$ cat config.mk
export PLATFORM = sky130hd
export DESIGN_NAME = periodic_timer
export DESIGN_NICKNAME = d
export VERILOG_FILES = /design/src/periodic_timer_pkg.sv /design/src/sync_edge_detect.sv /design/src/count_clock_gen.sv /design/src/periodic_timer.sv
export SDC_FILE = /design/constraint.sdc
export NUM_CORES = 1
export LEC_CHECK = 0
export BUFFER_PORTS_ARGS = -buffer_cell sky130_fd_sc_hd__clkbuf_2
export CORE_UTILIZATION = 28
export CTS_CLUSTER_DIAMETER = 80
export CTS_CLUSTER_SIZE = 24
export DETAILED_ROUTE_END_ITERATION = 16
export SLEW_MARGIN = 20
export SYNTH_ARGS = -nofsm -noshare
export SYNTH_HDL_FRONTEND = slang
export SYNTH_SLANG_ARGS = --single-unit
$ cat constraint.sdc
create_clock -name clk -period 6.4 [get_ports clk]
set_input_delay 0.96 -clock clk [delete_from_list [all_inputs] [get_ports clk]]
set_output_delay 0.96 -clock clk [all_outputs]
set_load 0.02 [all_outputs]
$ cat src/periodic_timer_pkg.sv
// Shared constants and carriers for the periodic timer register block.
// Assumes one clock domain; pins are synchronised inside the block.
package periodic_timer_pkg;

    // ************************************************************
    // Widths
    // ************************************************************
    localparam int CNT_W = 10;           // Counter and compare width
    localparam int BYTE_W = 8;           // Register data width
    localparam int ADDR_W = 3;           // Register address width
    localparam int DIV_W = 6;            // Internal prescaler width

    // ************************************************************
    // Register offsets
    // ************************************************************
    localparam logic [2:0] ADDR_CTL0 = 3'h0;     // timer_control_0
    localparam logic [2:0] ADDR_CTL1 = 3'h1;     // timer_control_1
    localparam logic [2:0] ADDR_CNT_LO = 3'h2;   // count_value_low
    localparam logic [2:0] ADDR_CNT_HI = 3'h3;   // count_value_high
    localparam logic [2:0] ADDR_CMPA_LO = 3'h4;  // compare_a_low
    localparam logic [2:0] ADDR_CMPA_HI = 3'h5;  // compare_a_high
    localparam logic [2:0] ADDR_PER_LO = 3'h6;   // period_compare_low
    localparam logic [2:0] ADDR_PER_HI = 3'h7;   // period_compare_high

    // ************************************************************
    // Field positions, masks and reset values
    // ************************************************************
    localparam int CTL0_HOLD = 7;        // counter_hold_ctl
    localparam int CTL0_CLK_LSB = 4;     // count_clock_sel, 3 bits
    localparam int CTL0_ON = 3;          // counter_on_ctl
    localparam int CTL1_MODE_LSB = 6;    // op_mode_sel, 2 bits
    localparam int CTL1_PIN_LSB = 4;     // pin_function_sel, 2 bits
    localparam int CTL1_LVL = 3;         // output_level_ctl
    localparam int CTL1_INV = 2;         // output_invert_ctl
    localparam int CTL1_CAPSRC = 1;      // capture_source_sel
    localparam int CTL1_CLRSEL = 0;      // counter_clear_sel
    localparam logic [7:0] CTL0_MASK = 8'hF8;    // Implemented control 0 bits
    localparam logic [7:0] CTL0_RST = 8'h00;
    localparam logic [7:0] CTL1_RST = 8'h00;

    // ************************************************************
    // Encodings
    // ************************************************************
    localparam logic [2:0] CLK_SYS_DIV4 = 3'h0;
    localparam logic [2:0] CLK_SYS = 3'h1;
    localparam logic [2:0] CLK_HIGH_DIV16 = 3'h2;
    localparam logic [2:0] CLK_HIGH_DIV64 = 3'h3;
    localparam logic [2:0] CLK_SUB_A = 3'h4;
    localparam logic [2:0] CLK_SUB_B = 3'h5;
    localparam logic [2:0] CLK_EXT_RISE = 3'h6;
    localparam logic [2:0] CLK_EXT_FALL = 3'h7;
    localparam logic [5:0] DIV4_MASK = 6'h03;
    localparam logic [5:0] DIV16_MASK = 6'h0F;
    localparam logic [5:0] DIV64_MASK = 6'h3F;

    typedef enum logic [1:0] {
        MODE_COMPARE = 2'h0,
        MODE_CAPTURE = 2'h1,
        MODE_PWM = 2'h2,
        MODE_TIMER = 2'h3
    } op_mode_t;

    localparam logic [1:0] PIN_NONE = 2'h0;      // Compare: keep, PWM: inactive
    localparam logic [1:0] PIN_LOW = 2'h1;       // Compare: low, PWM: active
    localparam logic [1:0] PIN_HIGH = 2'h2;      // Compare: high, PWM: waveform
    localparam logic [1:0] PIN_TOGGLE = 2'h3;    // Compare: toggle, PWM: pulse
    localparam logic [1:0] CAP_RISE = 2'h0;
    localparam logic [1:0] CAP_FALL = 2'h1;
    localparam logic [1:0] CAP_BOTH = 2'h2;

    // ************************************************************
    // Carriers and module state
    // ************************************************************
    typedef struct packed {
        logic [2:0] addr;
        logic [7:0] wdata;
        logic wr;
        logic rd;
    } reg_req_t;

    typedef struct packed {
        logic sync1;
        logic sync2;
        logic last;
    } sync_state_t;

    typedef struct packed {
        logic [5:0] div;
        logic tick;
    } prescale_state_t;

    typedef struct packed {
        logic [7:0] ctl0;
        logic [7:0] ctl1;
        logic [9:0] count;
        logic [9:0] cmpA;
        logic [9:0] cmpP;
        logic [7:0] byteBuf;
        logic [7:0] rdData;
        logic onLast;
        logic outLevel;
        logic pinOut;
        logic pinEn;
        logic matchA;
        logic matchP;
    } timer_state_t;

endpackage

$ cat src/sync_edge_detect.sv
// Two-flop synchroniser with edge pulses for one asynchronous pin.
// Assumes the pin may change at any time relative to clk.
`timescale 1ns/1ps
`default_nettype none
module sync_edge_detect
    import periodic_timer_pkg::*;
(
    input wire logic clk,
    input wire logic rst_n,
    input wire logic pinIn,
    output logic level,
    output logic rise,
    output logic fall
);
    // ************************************************************
    // State
    // ************************************************************
    sync_state_t s;       // Present state
    sync_state_t next_s;  // Next state

    // Shift the pin through two flops, then keep one more for edges
    always_comb begin
        next_s = s;
        next_s.sync1 = pinIn;
        next_s.sync2 = s.sync1;
        next_s.last = s.sync2;
    end

    // Register the state, synchronous reset
    always_ff @(posedge clk) begin
        if (!rst_n) begin
            s <= '0;
        end else begin
            s <= next_s;
        end
    end

    // Only the second flop and later feed the outputs
    assign level = s.sync2;
    assign rise = s.sync2 & ~s.last;
    assign fall = ~s.sync2 & s.last;
endmodule
`default_nettype wire

$ cat src/count_clock_gen.sv
// Count clock selection: produces a one-cycle count tick.
// Assumes sub clock and external edges arrive already synchronised.
`timescale 1ns/1ps
`default_nettype none
module count_clock_gen
    import periodic_timer_pkg::*;
(
    input wire logic clk,
    input wire logic rst_n,
    input wire logic [2:0] clkSel,
    input wire logic subRise,
    input wire logic extRise,
    input wire logic extFall,
    output logic tick
);
    // ************************************************************
    // State
    // ************************************************************
    prescale_state_t s;       // Present state
    prescale_state_t next_s;  // Next state

    // Free running divider; high clock is taken as the system clock
    always_comb begin
        next_s = s;
        next_s.div = s.div + 6'h01;
        case (clkSel)
            CLK_SYS_DIV4: next_s.tick = (s.div & DIV4_MASK) == DIV4_MASK;
            CLK_SYS: next_s.tick = 1'b1;
            CLK_HIGH_DIV16: next_s.tick = (s.div & DIV16_MASK) == DIV16_MASK;
            CLK_HIGH_DIV64: next_s.tick = (s.div & DIV64_MASK) == DIV64_MASK;
            CLK_SUB_A, CLK_SUB_B: next_s.tick = subRise;
            CLK_EXT_RISE: next_s.tick = extRise;
            CLK_EXT_FALL: next_s.tick = extFall;
            default: next_s.tick = 1'b0;
        endcase
    end

    // Register the state, synchronous reset
    always_ff @(posedge clk) begin
        if (!rst_n) begin
            s <= '0;
        end else begin
            s <= next_s;
        end
    end

    assign tick = s.tick;
endmodule
`default_nettype wire

$ cat src/periodic_timer.sv
// Periodic timer register set with its 10-bit counter and output pin.
// Assumes a plain register port on clk and asynchronous pins.
`timescale 1ns/1ps
`default_nettype none
module periodic_timer
    import periodic_timer_pkg::*;
(
    input wire logic clk,
    input wire logic rst_n,
    input wire reg_req_t regReq,
    output logic [7:0] rdData,
    input wire logic extCountPin,
    input wire logic capturePin,
    input wire logic subClkPin,
    output logic timerOut,
    output logic timerOutEn,
    output logic matchA,
    output logic matchP
);
    // ************************************************************
    // State and decoded controls
    // ************************************************************
    timer_state_t s;         // Present state
    timer_state_t next_s;    // Next state
    logic tick;              // One-cycle count clock
    logic extRise;           // External count pin rising edge
    logic extFall;           // External count pin falling edge
    logic capRise;           // Capture pin rising edge
    logic capFall;           // Capture pin falling edge
    logic subRise;           // Sub clock rising edge
    logic hold;              // Counter held
    logic onCtl;             // Counter switched on
    logic onRise;            // Counter-on low to high this cycle
    logic [2:0] clkSel;      // Count clock selection
    op_mode_t mode;          // Operating mode
    logic [1:0] pinFn;       // Pin function selection
    logic lvl;               // Output level bit
    logic inv;               // Output invert bit
    logic clrOnA;            // Clear on comparator A
    logic [9:0] nextCount;   // Counter plus one, wraps at overflow
    logic hitA;              // Comparator A reached
    logic hitP;              // Comparator P reached
    logic clearNow;          // Counter clears instead of advancing
    logic selRise;           // Rising edge of the capture source
    logic selFall;           // Falling edge of the capture source
    logic capEdge;           // Selected capture event

    assign hold = s.ctl0[CTL0_HOLD];
    assign onCtl = s.ctl0[CTL0_ON];
    assign clkSel = s.ctl0[CTL0_CLK_LSB +: 3];
    assign mode = op_mode_t'(s.ctl1[CTL1_MODE_LSB +: 2]);
    assign pinFn = s.ctl1[CTL1_PIN_LSB +: 2];
    assign lvl = s.ctl1[CTL1_LVL];
    assign inv = s.ctl1[CTL1_INV];
    assign clrOnA = s.ctl1[CTL1_CLRSEL];

    // ************************************************************
    // Pin synchronisers and count clock
    // ************************************************************
    sync_edge_detect extSync (
        .clk(clk),
        .rst_n(rst_n),
        .pinIn(extCountPin),
        .level(),
        .rise(extRise),
        .fall(extFall)
    );

    sync_edge_detect capSync (
        .clk(clk),
        .rst_n(rst_n),
        .pinIn(capturePin),
        .level(),
        .rise(capRise),
        .fall(capFall)
    );

    sync_edge_detect subSync (
        .clk(clk),
        .rst_n(rst_n),
        .pinIn(subClkPin),
        .level(),
        .rise(subRise),
        .fall()
    );

    count_clock_gen clockGen (
        .clk(clk),
        .rst_n(rst_n),
        .clkSel(clkSel),
        .subRise(subRise),
        .extRise(extRise),
        .extFall(extFall),
        .tick(tick)
    );

    // ************************************************************
    // Comparators and capture selection
    // ************************************************************
    // Matches are judged on the value the counter is about to take
    always_comb begin
        onRise = onCtl & ~s.onLast;
        nextCount = s.count + 10'h001;
        // A zero compare A never matches; the counter then overflows
        hitA = (nextCount == s.cmpA) && (s.cmpA != 10'h000);
        // A zero period compare matches at the wrap
        hitP = (nextCount == s.cmpP);
        if ((mode == MODE_COMPARE || mode == MODE_TIMER) && clrOnA) begin
            clearNow = hitA;
        end else begin
            clearNow = hitP;
        end
        // Capture source is the capture pin or the external count pin
        if (s.ctl1[CTL1_CAPSRC]) begin
            selRise = extRise;
            selFall = extFall;
        end else begin
            selRise = capRise;
            selFall = capFall;
        end
        case (pinFn)
            CAP_RISE: capEdge = selRise;
            CAP_FALL: capEdge = selFall;
            CAP_BOTH: capEdge = selRise | selFall;
            default: capEdge = 1'b0;
        endcase
    end

    // ************************************************************
    // Next state
    // ************************************************************
    always_comb begin
        next_s = s;
        next_s.onLast = onCtl;
        next_s.matchA = 1'b0;
        next_s.matchP = 1'b0;
        next_s.rdData = 8'h00;

        // Counter: restart on switch-on, advance only while on and free
        if (onRise) begin
            next_s.count = 10'h000;
            if (mode != MODE_CAPTURE && mode != MODE_TIMER) begin
                // Initial or single pulse level from the level bit
                next_s.outLevel = lvl;
            end
        end else if (onCtl && !hold && tick) begin
            next_s.count = clearNow ? 10'h000 : nextCount;
            next_s.matchA = hitA && mode != MODE_CAPTURE;
            // No period flag while compare A clears the counter
            next_s.matchP = hitP && !(clrOnA && mode != MODE_PWM
                && mode != MODE_CAPTURE);
            if (mode == MODE_COMPARE && hitA) begin
                // Equal levels leave the pin as it stands
                case (pinFn)
                    PIN_LOW: next_s.outLevel = 1'b0;
                    PIN_HIGH: next_s.outLevel = 1'b1;
                    PIN_TOGGLE: next_s.outLevel = ~s.outLevel;
                    default: next_s.outLevel = s.outLevel;
                endcase
            end
            if (mode == MODE_PWM && pinFn == PIN_TOGGLE && hitA) begin
                // Single pulse ends at the compare A match
                next_s.outLevel = ~lvl;
            end
        end

        // PWM forced states and waveform, relative to the active level
        if (mode == MODE_PWM && onCtl) begin
            case (pinFn)
                PIN_NONE: next_s.outLevel = ~lvl;
                PIN_LOW: next_s.outLevel = lvl;
                PIN_HIGH: next_s.outLevel = (next_s.count < s.cmpA) ? lvl : ~lvl;
                default: next_s.outLevel = next_s.outLevel;
            endcase
        end

        // Capture copies the count into compare A
        if (mode == MODE_CAPTURE && onCtl && capEdge) begin
            next_s.cmpA = s.count;
        end

        // Register writes
        if (regReq.wr) begin
            case (regReq.addr)
                ADDR_CTL0: next_s.ctl0 = regReq.wdata & CTL0_MASK;
                ADDR_CTL1: next_s.ctl1 = regReq.wdata;
                ADDR_CMPA_LO, ADDR_PER_LO: next_s.byteBuf = regReq.wdata;
                ADDR_CMPA_HI: next_s.cmpA = {regReq.wdata[1:0], s.byteBuf};
                ADDR_PER_HI: next_s.cmpP = {regReq.wdata[1:0], s.byteBuf};
                // Count pair ignores writes
                default: ;
            endcase
        end

        // Register reads, answered in the next cycle
        if (regReq.rd) begin
            case (regReq.addr)
                ADDR_CTL0: next_s.rdData = s.ctl0;
                ADDR_CTL1: next_s.rdData = s.ctl1;
                ADDR_CNT_LO, ADDR_CMPA_LO, ADDR_PER_LO: next_s.rdData = s.byteBuf;
                ADDR_CNT_HI: begin
                    next_s.rdData = {6'h00, s.count[9:8]};
                    next_s.byteBuf = s.count[7:0];
                end
                ADDR_CMPA_HI: begin
                    next_s.rdData = {6'h00, s.cmpA[9:8]};
                    next_s.byteBuf = s.cmpA[7:0];
                end
                ADDR_PER_HI: begin
                    next_s.rdData = {6'h00, s.cmpP[9:8]};
                    next_s.byteBuf = s.cmpP[7:0];
                end
                default: next_s.rdData = 8'h00;
            endcase
        end

        // Pin: inverted if asked, released in timer and capture modes
        next_s.pinEn = (mode != MODE_TIMER) && (mode != MODE_CAPTURE);
        next_s.pinOut = next_s.pinEn & (next_s.outLevel ^ inv);
    end

    // ************************************************************
    // State register
    // ************************************************************
    // Synchronous reset; control registers take their reset values
    always_ff @(posedge clk) begin
        if (!rst_n) begin
            s <= '0;
            s.ctl0 <= CTL0_RST;
            s.ctl1 <= CTL1_RST;
        end else begin
            s <= next_s;
        end
    end

    // ************************************************************
    // Outputs
    // ************************************************************
    assign rdData = s.rdData;
    assign timerOut = s.pinOut;
    assign timerOutEn = s.pinEn;
    assign matchA = s.matchA;
    assign matchP = s.matchP;
endmodule
`default_nettype wire

Yosys cells after proc, flatten, opt, wreduce, memory -nomap -nowiden
Cells that the tools add are included.
Word-level totals
  register bits after elaboration: 81
  latch bits: 0
  bits in writable memories: 0
  bits in read-only memories: 0
  input bits: 18
  output and inout bits: 12
  logic and storage cells: 130
  memories kept: 0
Cells by class
  add/sub/neg operators: 2
  multipliers: 0
  divide/modulo/power cells: 0
  $lt $le $gt $ge: 1
  equality and inequality tests: 28
  shift operators: 0
  mux-type cells: 25
  bitwise gates (word level): 19
  reductions and logical operators: 31
Operators by type and width (number)
  $mux 10: 6
  $pmux 8 s6: 1
  $mux 28: 1
  $eq 3x3->1 const B: 8
  $pmux 8 s3: 1
  $eq 10x10->1: 2
  $mux 16: 1
  $logic_and 1x1->1: 15
  $eq 3x2->1 const B: 4
  $add 10x1->10 const B: 1
  $eq 2x2->1 const B: 5
  $lt 10x10->1: 1
  $mux 1: 10
  $not 1->1: 10
  $reduce_bool 10->1: 1
  $pmux 1 s3: 3
  $mux 8: 1
  $reduce_and 2->1: 4
  $and 1x1->1: 7
  $pmux 1 s7: 1
  $add 6x1->6 const B: 1
  $eq 3x1->1 const B: 2
  $eq 6x6->1 const B: 1
  $logic_not 3->1: 2
  other kinds (11): 17

Longest topological paths before layout
Gate-level depths: netlist of run 1.
  depth in word-level cells: 13
  gate-level depth with buffers: 23
  mapped depth without buffers: 20

Cells and area by module
A second synthesis of run 1 with hierarchy kept.
Second synthesis, totals
  cell total of the unflattened synthesis: 576
  area total of the unflattened synthesis: 4740.8 µm²
Modules (own cells, without submodules)
  periodic_timer: times used 1, cells each 519, area an instance 4172.8 µm², seq. area each 1301.2 µm²
  count_clock_gen: times used 1, cells each 33, area an instance 294.0 µm², seq. area each 140.1 µm²
  sync_edge_detect: times used 3, cells each 8, area an instance 91.3 µm², seq. area each 60.1 µm²

Least setup slack after synthesis of run 1
OpenSTA, ideal clock, no wires.
  path type: reg2reg
  start: register s[43] (netlist name)
  end: register s (netlist bit timerOut)
  setup time: 0.115 ns
  arrival: 4.260 ns
  data required time: 6.285 ns
  setup slack: 2.026 ns
  cell stages (with the launch flop): 22
  buffers on the path: 3
  clock period less this slack: 4.374 ns
  cells stage by stage: dfxtp_1 > ha_1 > and2_1 > buf_6 > and3_4 > buf_6 > xnor3_1 > nand4b_2 > or4b_1 > o31ai_2 > buf_6 > o21ai_2 > a22o_1 > and2_1 > ha_1 > nand4_1 > nor2_1 > nand3b_1 > or3_1 > o31a_1 > o21a_1 > o21a_1
RTL lines
  start, declared: line periodic_timer.sv:23  | timer_state_t s;
  start signal, assigned: line periodic_timer.sv:232  | s <= next_s;

==> results of run 1 <==
## per-stage QoR
stage | area (um^2) | cells | util [%] | hold slack (ns)
finish | 5240 | 801 | 31.7 | 0.433
floorplan | 4720 | 582 | - | 0.410
global route | 5240 | 801 | 31.7 | 0.453
detailed placement | 4920 | 785 | 29.7 | 0.421
CTS | 5240 | 801 | 31.7 | 0.437
global placement | 4920 | 785 | 29.7 | 0.414
## flip-flops by register name, indices dropped and copies added (netlist names), 2 cells and up
register    count
clkSel          3
mode            2
pinFn           2
rdData          8
s              41
clockGen.s      6
## cells by family after synthesis
group                    count (synthesis)  synth area share [%]
AND/OR/NAND/NOR                        222                  23.6
adder cells (fa/ha/maj)                 15                  3.97
buffers and inverters                   69                  6.81
XOR/XNOR                                29                  5.96
multiplexers                            26                  5.83
AO/OA/AOI/OAI                          140                  19.5
flip-flops                              81                  34.3
## placed cells by master (no fill, tap or decap), types with 4 or more instances in the layout
cell type and count:
dfxtp_1 81, nand2_1 74, nor2_1 51, a21oi_1 42
clkbuf_2 29, mux2i_1 23, o21ai_0 22, inv_1 21
a211oi_1 21, and2_1 16, ha_1 15, xor2_1 14
xnor2_1 13, nand3_1 11, nor2b_1 10, nor3_1 10
a221oi_1 9, clkbuf_16 9, a22oi_1 8, and3_1 7
nor4_1 5, nand4_1 5, nand3b_1 5, nand2b_1 5
o21a_1 4
## worst reg2reg max path, stage by stage, from the launching register on
cell and delay (ns):
dfxtp_1 0.61, ha_1 0.40, and2_1 0.32, and3_1 0.29
xnor3_1 0.19, nand4b_2 0.16, or4b_1 0.57, o31ai_2 0.07
buf_4 0.22, nor2_1 0.14, and3_1 0.25, o21a_1 0.18
ha_1 0.32, nand4_1 0.10, nor2_1 0.19, nand3b_1 0.13
or3_1 0.32, o31a_1 0.28, o21a_1 0.17, o21a_1 0.17
## metal layers
layer | wire, um | up-vias | track usage, % | part of all wire [%]
met5 | 0 | - | 0 | 0
met4 | 224 | 0 | 4.65 | 1.7
met3 | 786 | 25 | 3.61 | 5.9
met2 | 5550 | 139 | 22.4 | 42
met1 | 6720 | 2013 | 23.4 | 51
li1 | - | 2046 | - | -
## report_power, final
group	internal, mW	total [mW]	switching (mW)
logic	0.0344	0.0910	0.0566
clock network	0.347	0.578	0.232
registers	0.518	0.535	0.0173
## worst paths after layout
kind | startpoint | end | slack (ns) | cells past startpoint
worst max-delay path | s[42]$_SDFF_PN0_ | timerOut$_SDFF_PN0_ | 1.21 | 19
worst min-delay path | extSync.next_s[1]$_SDFF_PN0_ | extSync.level$_SDFF_PN0_ | 0.43 | 1
worst max register to register | s[42]$_SDFF_PN0_ | timerOut$_SDFF_PN0_ | 1.21 | 19
worst min register to register | extSync.next_s[1]$_SDFF_PN0_ | extSync.level$_SDFF_PN0_ | 0.43 | 1
## cell type report
cell class / instances / area (um^2) / area share [%]
sequential: 81 / 1620 / 30.9
clock buffer: 9 / 225 / 4.30
inverter: 21 / 78.8 / 1.50
clock inverter: 7 / 101 / 1.93
tap: 220 / 275 / 5.25
multi-input combinational: 432 / 2780 / 53.0
timing repair buffer: 31 / 160 / 3.05
==> metrics.yaml, run 1 <==
outcome: "complete, no violations"
max_freq_mhz: 193
yosysSeqAreaShare_pct: 34.3
cts_setup_buffers: 0
syn_nets: 615
wl_mm: 13.3
cts.sinks: 81
crit_family: "simple AND/OR/NAND/NOR gates"
crit_type: "reg -> reg"
finalSetupViolCount: 0
rsz0062_at_grt: "no"
crit_slowest_cell: "dfxtp_1"
via_count: 4223
ioPinCount: 30
syn_area_per_cell_um2: 8.12
cts_tree: "done"
insertion_delay_ns: 0.35
worst_pin_slew_ns: 1.04
io_buffers: 29
clock_skew_ns: 0.0109
n_antenna_cell: 0
grt_start_max_net_pins: 48
ys_warn_count: 0
period_needed_ns: 5.19
crit_top_cell: "o21a_1"
dr.pass1.iters: 11
synth_cell_types: 65
drt_drc_violations_left: 0
area_growth_pct: 11.0
tns_ns: 0
crit_chain: "ha_1 -> and2_1 -> and3_1 -> xnor3_1 -> nand4b_2 -> or4b_1 -> o31ai_2 -> buf_4 -> nor2_1 -> and3_1 -> o21a_1 -> ha_1 -> nand4_1 -> nor2_1 -> nand3b_1 -> or3_1 -> o31a_1 -> o21a_1 -> o21a_1"
numCtsBuffers: 9
synth_top_area_cell: "dfxtp_1"
slew_headroom_pct: 30.7
nFillCells: 1761
synth.most_common_cell: "dfxtp_1"
totalPowerFinal_mw: 1.20
final.period_utilization_pct: 81.1
syn_area_um2: 4720
synthArstFlopShare_pct: 0
place.gp.congestion: 0.870
path_clk_slew_ns: 0.07
drive_gt1_share_pct: 10.2
ys_ff_latch: 81
die_h_um: 132
syn_inst: 582
hold_violations: 0
synth-edff-count: 0
cp_max_fo: 13
dieArea_um2: 17400
synthTopCellsByArea: "dfxtp_1 (34%), nand2_1 (5.9%), mux2i_1 (4.9%)"
hpwl_mm: 9.71
wl_per_cell_um: 16.6
postCtsHoldBufs: 0
start_util_pct: 28.6
ir_drop_mv: 0.132
cpPeakStageDelay_ns: 0.61
cts.repair.resized: 0
power_density_nw_per_um2: 230
grt_pass1_wl_mm: 21.7
crit_path_end_kind: "flip-flop"
nNetsFinal: 609
cts_root_buffer: "clkbuf_16"
cp.required_ns: 6.64
htree_levels: 3
antenna_found_initial: 0
min_path_type: "reg -> reg"
grt_pass1_vias: 3935
ys.flop_type: "dfxtp_1"
ant_nets: 0
grt_usage_pct: 15.8
setup_slack_ns: 1.21
core_area_um2: 16500
synth_top_area_share_pct: 34.3
drt_iter0_drc: 317
drv_slew: 0
die_w_um: 132
dp_worst_setup_slack_ns: 1.28
via_per_inst: 5.27
crit_buf_inv: 1
worst_setup_path_start_kind: "flip-flop"
p_leak_nw: 2.03
num_rows: 47
synthTopCellsByCount: "dfxtp_1 (81), nand2_1 (74), nor2_1 (51)"
maxCapViolations: 0
grt_overflow: 0
cp.arrival_ns: 5.43
clock_tree.buffer_depth: 2
(Power assumes the default switching activity.)
==> run 2, diff against run 1 <==
==> constraint.sdc (replaced) <==
create_clock -name clk -period 4.81 [get_ports clk]
set_input_delay 0.7215 -clock clk [delete_from_list [all_inputs] [get_ports clk]]
set_output_delay 0.7215 -clock clk [all_outputs]
set_load 0.02 [all_outputs]
==> metrics.yaml, run 2 (synthesized netlist as in run 1, its figures left out) <==
worstHoldStart: "subSync.level$_SDFF_PN0_"
totalPowerFinal_mw: 1.57  # +30%
drive_gt1_share_pct: 13.6  # +3.5 points
finalSetupViolCount: 0  # unchanged
ant_nets: 0  # unchanged
drt_drc_violations_left: 1  # +1
place.gp.congestion: 0.883  # +1.5%
postCtsHoldBufs: 0  # unchanged
die_h_um: 132  # unchanged
rr_worst_depth: 21  # +2
holdPathEnd: "subSync.s[0]$_SDFF_PN0_"
n_antenna_cell: 0  # unchanged
drt_iter0_drc: 340  # +7.3%
die_w_um: 132  # unchanged
violations: "DRC"
final_cell_area_um2: 5390  # +2.7%
ir_drop_mv: 0.215  # +63%
final_common_cell: "dfxtp_1"
dr.pass1.iters: 13  # +2
largest_reg_flops: 41  # unchanged
p_leak_nw: 2.10  # +3.5%
min_delay_path_depth: 2  # +1
cp_max_fo: 9  # -4
io_buffers: 29  # unchanged
outcome: "finished with violations"
tns_ns: 0  # unchanged
slew_headroom_pct: 39.8  # +9.1 points
crit_type: "reg -> reg"
regToRegEndpoint: "timerOut$_SDFF_PN0_"
min_path_type: "reg -> reg"
dpl_cell_area_um2: 5000  # +1.7%
htree_levels: 3  # unchanged
crit_start: "s[44]$_SDFF_PN0_"
wl_per_cell_um: 16.5  # -0.41%
grt_pass1_wl_mm: 21.6  # -0.26%
ioPinCount: 30  # unchanged
cts_tree: "done"
crit_path_end_kind: "flip-flop"
dieArea_um2: 17400  # unchanged
most-common-layout-cells: "dfxtp_1 (77), nand2_1 (74), nor2_1 (51)"
worst_pin_slew_ns: 0.901  # -0.136 ns
antenna_found_initial: 0  # unchanged
wl_mm: 13.5  # +1.3%
grt_start_max_net_pins: 48  # unchanged
hpwl_mm: 9.75  # +0.34%
period_needed_ns: 4.58  # -0.615 ns
num_rows: 47  # unchanged
clock_skew_ns: 0.00831  # -0.00263 ns
path_clk_slew_ns: 0.07  # about the same
nNetsFinal: 623  # +2.3%
r2r_slack_ns: 0.23  # -0.98 ns
worst_setup_path_start_kind: "flip-flop"
via_count: 4281  # +1.4%
cts.sinks: 81  # unchanged
area_growth_pct: 14.0
drv_slew: 0  # unchanged
cp.arrival_ns: 4.80  # -0.63 ns
clock_tree.buffer_depth: 2  # unchanged
reg2reg_from: "s[44]$_SDFF_PN0_"
max_freq_mhz: 219  # +13%
start_util_pct: 28.6  # unchanged
largest_register: "s"
final.period_utilization_pct: 95.1  # +14 points
grt_pass1_vias: 3877  # -1.5%
via_per_inst: 5.25  # -0.37%
cts_root_buffer: "clkbuf_16"
grt_usage_pct: 15.5  # -0.23 points
insertion_delay_ns: 0.34  # about the same
numCtsBuffers: 9  # unchanged
power_density_nw_per_um2: 292  # +27%
maxCapViolations: 0  # unchanged
core_area_um2: 16500  # unchanged
cp.required_ns: 5.04  # -1.60 ns
grt_overflow: 0  # unchanged
hold_violations: 0  # unchanged
[run 2: worst max path at each step]
stage	end	slack [ns]
6_report	timerOut$_SDFF_PN0_	0.23
5_1_grt	timerOut$_SDFF_PN0_	-0.05
4_1_cts	timerOut$_SDFF_PN0_	0.24
3_5_place_dp	timerOut$_SDFF_PN0_	0.27
3_3_place_gp	timerOut$_SDFF_PN0_	0.35
2_1_floorplan	timerOut$_SDFF_PN0_	0.44
[run 2: power breakdown]
group / internal [mW] / switching [mW]
clock: 0.437 / 0.300
sequential: 0.689 / 0.0220
combinational: 0.0469 / 0.0773
total: 1.17 / 0.399
[run 2: final cells by class]
| cell class | instances | area [um^2] |
|---|---|---|
| flip-flops and latches | 81 | 1630 |
| clock inverters | 4 | 56.3 |
| well taps | 220 | 275 |
| repair buffers | 45 | 269 |
| clock buffers | 12 | 256 |
| fillers | 1755 | 11100 |
| multi-input cells | 432 | 2820 |
| inverters | 21 | 78.8 |
[run 2: critical path, cell delays in order, from the launching register on]
cell and delay [ns]:
dfxtp_1 0.50, and2_1 0.35, and3_1 0.24, xnor3_1 0.19
nand4b_2 0.12, or4b_1 0.55, o31ai_2 0.10, buf_6 0.18
buf_4 0.14, o21ai_1 0.06, a22o_1 0.19, and2_1 0.16
ha_1 0.18, a21o_1 0.19, a21oi_1 0.13, o21ai_0 0.12
a22oi_1 0.19, o21ai_0 0.10, a211oi_1 0.27, o41ai_2 0.15
o21a_1 0.20, o21a_1 0.17
[run 2: repair_timing]
item                       in CTS  in global routing
gates resized for setup         0                 12
setup buffers                   0                  3
setup endpoints to repair       0                  2
[run 2: per-layer routing]
layer	track usage (%)	wire length (um)	up-vias
li1	-	-	2077
met1	23.1	6760	2055
met2	23.0	5820	136
met3	2.31	715	13
met4	4.33	165	0
met5	0	0	-
[run 2: stage by stage]
stage / hold slack (ns) / std cells / setup slack (ns) / util [%]
floorplan: 0.410 / 582 / 0.436 / -
global placement: 0.415 / 796 / 0.346 / 30.2
detailed placement: 0.422 / 796 / 0.270 / 30.2
CTS: 0.432 / 812 / 0.235 / 32.1
global route: 0.448 / 815 / -0.0506 / 32.6
finish: 0.428 / 815 / 0.234 / 32.6
==> run 3, diff against run 2 <==
--- a/config.mk
+++ b/config.mk
@@ -6,10 +6,11 @@
 export NUM_CORES = 1
 export LEC_CHECK = 0
 export BUFFER_PORTS_ARGS = -buffer_cell sky130_fd_sc_hd__clkbuf_2
-export CORE_UTILIZATION = 28
+export CORE_UTILIZATION = 50
 export CTS_CLUSTER_DIAMETER = 80
 export CTS_CLUSTER_SIZE = 24
 export DETAILED_ROUTE_END_ITERATION = 16
+export PLACE_DENSITY = 0.68
 export SLEW_MARGIN = 20
 export SYNTH_ARGS = -nofsm -noshare
 export SYNTH_HDL_FRONTEND = slang
==> metrics.yaml, run 3 (synthesized netlist as in run 1, its figures left out) <==
grt_overflow: 0  # unchanged
cp.required_ns: 5.08  # +0.04 ns
crit_slowest_cell: "or4b_1"
die_w_um: 99.2  # -25%
numCtsBuffers: 9  # unchanged
cpPeakStageDelay_ns: 0.56  # about the same
rsz0062_at_grt: "no"
final_common_cell: "dfxtp_1"
dpl_cell_area_um2: 4830  # -3.3%
dr.pass1.iters: 5  # -8
grt_usage_pct: 27.3  # +12 points
worst_pin_slew_ns: 0.882  # -0.0189 ns
clock_skew_ns: 0.0127  # +0.00443 ns
num_rows: 35  # -26%
hold_violations: 0  # unchanged
via_count: 4297  # +0.37%
via_per_inst: 6.13  # +17%
crit_type: "reg -> reg"
wl_per_cell_um: 18.8  # +13%
final.period_utilization_pct: 94.6  # -0.53 points
hpwl_mm: 9.36  # -4.0%
max_freq_mhz: 220  # +0.56%
die_h_um: 99.2  # -25%
drt_iter0_drc: 300  # -12%
clock_tree.buffer_depth: 2  # unchanged
final_cell_area_um2: 5130  # -4.8%
grt_pass1_vias: 3955  # +2.0%
drv_slew: 0  # unchanged
r2r_slack_ns: 0.26  # +0.03 ns
start_util_pct: 51.4  # +23 points
cts_tree: "done"
cp_max_fo: 9  # unchanged
slew_headroom_pct: 40.9  # +1.1 points
ir_drop_mv: 0.203  # -5.4%
grt_start_max_net_pins: 50  # +4.2%
rr_worst_depth: 20  # -4.8%
cp.arrival_ns: 4.82  # +0.02 ns
n_antenna_cell: 0  # unchanged
ioPinCount: 30  # unchanged
reg2reg_from: "s[43]$_SDFF_PN0_"
dieArea_um2: 9840  # -43%
htree_levels: 3  # unchanged
finalSetupViolCount: 0  # unchanged
insertion_delay_ns: 0.37  # +0.03 ns
min_delay_path_depth: 2  # unchanged
path_clk_slew_ns: 0.09  # +0.02 ns
crit_family: "simple AND/OR/NAND/NOR gates"
area_growth_pct: 8.56
largest_reg_flops: 41  # unchanged
place.gp.congestion: 0.984  # +11%
crit_chain: "ha_1 -> xor2_1 -> a311oi_1 -> o211ai_1 -> nand4b_2 -> or4b_1 -> o31ai_2 -> buf_4 -> buf_4 -> o21ai_2 -> a22o_1 -> and2_1 -> ha_1 -> nand4_1 -> nor2_2 -> nand3b_1 -> or3_1 -> o31a_1 -> o21a_1 -> o21a_1"
holdPathEnd: "subSync.s[0]$_SDFF_PN0_"
crit_path_end_kind: "flip-flop"
antenna_found_initial: 0  # unchanged
p_leak_nw: 2.05  # -2.3%
most-common-layout-cells: "dfxtp_1 (76), nand2_1 (74), nor2_1 (50)"
wl_mm: 13.1  # -2.4%
maxCapViolations: 0  # unchanged
tns_ns: 0  # unchanged
core_area_um2: 9200  # -44%
power_density_nw_per_um2: 286  # -1.9%
grt_pass1_wl_mm: 20.9  # -3.1%
period_needed_ns: 4.55  # -0.0256 ns
drive_gt1_share_pct: 13.4  # -0.22 points
largest_register: "s"
cts_root_buffer: "clkbuf_8"
nNetsFinal: 618  # -0.80%
ant_nets: 0  # unchanged
cts.sinks: 81  # unchanged
min_path_type: "reg -> reg"
drt_drc_violations_left: 0  # -1
worst_setup_path_start_kind: "flip-flop"
worstHoldStart: "subSync.level$_SDFF_PN0_"
regToRegEndpoint: "timerOut$_SDFF_PN0_"
outcome: "complete, no violations"
io_buffers: 29  # unchanged
crit_buf_inv: 2  # unchanged
## run 3: changes by cell type in the layout (fill, tap and decap cells not counted), sizes merged
| cell | before | now |
|---|---|---|
| clkinv | 0 | 1 |
| bufinv | 1 | 3 |
| clkbuf | 41 | 38 |
| buf | 16 | 11 |
## run 3: area by class of cell
cell class / count / area [um^2]
clock inverters: 7 / 124
repair buffers: 40 / 228
well taps: 111 / 139
fillers: 861 / 4070
inverters: 21 / 78.8
multi-input cells: 432 / 2810
flip-flops and latches: 81 / 1630
clock buffers: 9 / 124
## run 3: worst min-delay path, delay by kind of cell (launching register included)
kind / cells / cell delay (ns)
and+or+nand+nor: 1 / 0.04
buffers and inverters: 1 / 0.06
DFF: 1 / 0.31
## run 3: power by group
group          internal, mW  switching [mW]
clock                 0.351           0.281
combinational        0.0472          0.0793
sequential            0.689          0.0210
## run 3: timing repair
item / in CTS / in global routing
setup endpoints to repair: 0 / 2
setup buffers: 0 / 2
hold buffers: 0 / 0
endpoints found under the hold margin: 0 / 0
resized for setup: 0 / 10
## run 3: per-stage QoR
stage                     hold slack, ns  cells  util (%)  worst slack (ns)  power, mW
after global placement             0.414    683      52.5             0.354      0.844
after detailed placement           0.423    683      52.5             0.252      0.847
after floorplan                    0.410    582         -             0.436      0.806
after global routing               0.464    701      55.8           0.00269       1.52
after CTS                          0.450    699      55.2             0.200       1.47
final                              0.442    701      55.8             0.260       1.47
## run 3: layer usage
| metal | share of wire [%] | GRT usage [%] | wire length (um) | vias up |
|---|---|---|---|---|
| met2 | 47 | 44.3 | 6180 | 172 |
| met3 | 6.1 | 5.41 | 806 | 33 |
| li1 | - | - | - | 2059 |
| met1 | 44 | 37.1 | 5850 | 2033 |
| met5 | 0 | 0 | 0 | - |
| met4 | 2.4 | 8.03 | 312 | 0 |
## run 3: worst max path at each step
stage                           startpoint                  end  slack (ns)  cells after the start
final                     s[43]$_SDFF_PN0_  timerOut$_SDFF_PN0_        0.26                     20
after global routing      s[42]$_SDFF_PN0_  timerOut$_SDFF_PN0_       0.003                     20
after CTS                 s[43]$_SDFF_PN0_  timerOut$_SDFF_PN0_        0.20                     20
after detailed placement  s[43]$_SDFF_PN0_  timerOut$_SDFF_PN0_        0.25                     21
after global placement    s[45]$_SDFF_PN0_  timerOut$_SDFF_PN0_        0.35                     19
after floorplan           s[43]$_SDFF_PN0_  timerOut$_SDFF_PN0_        0.44                     21
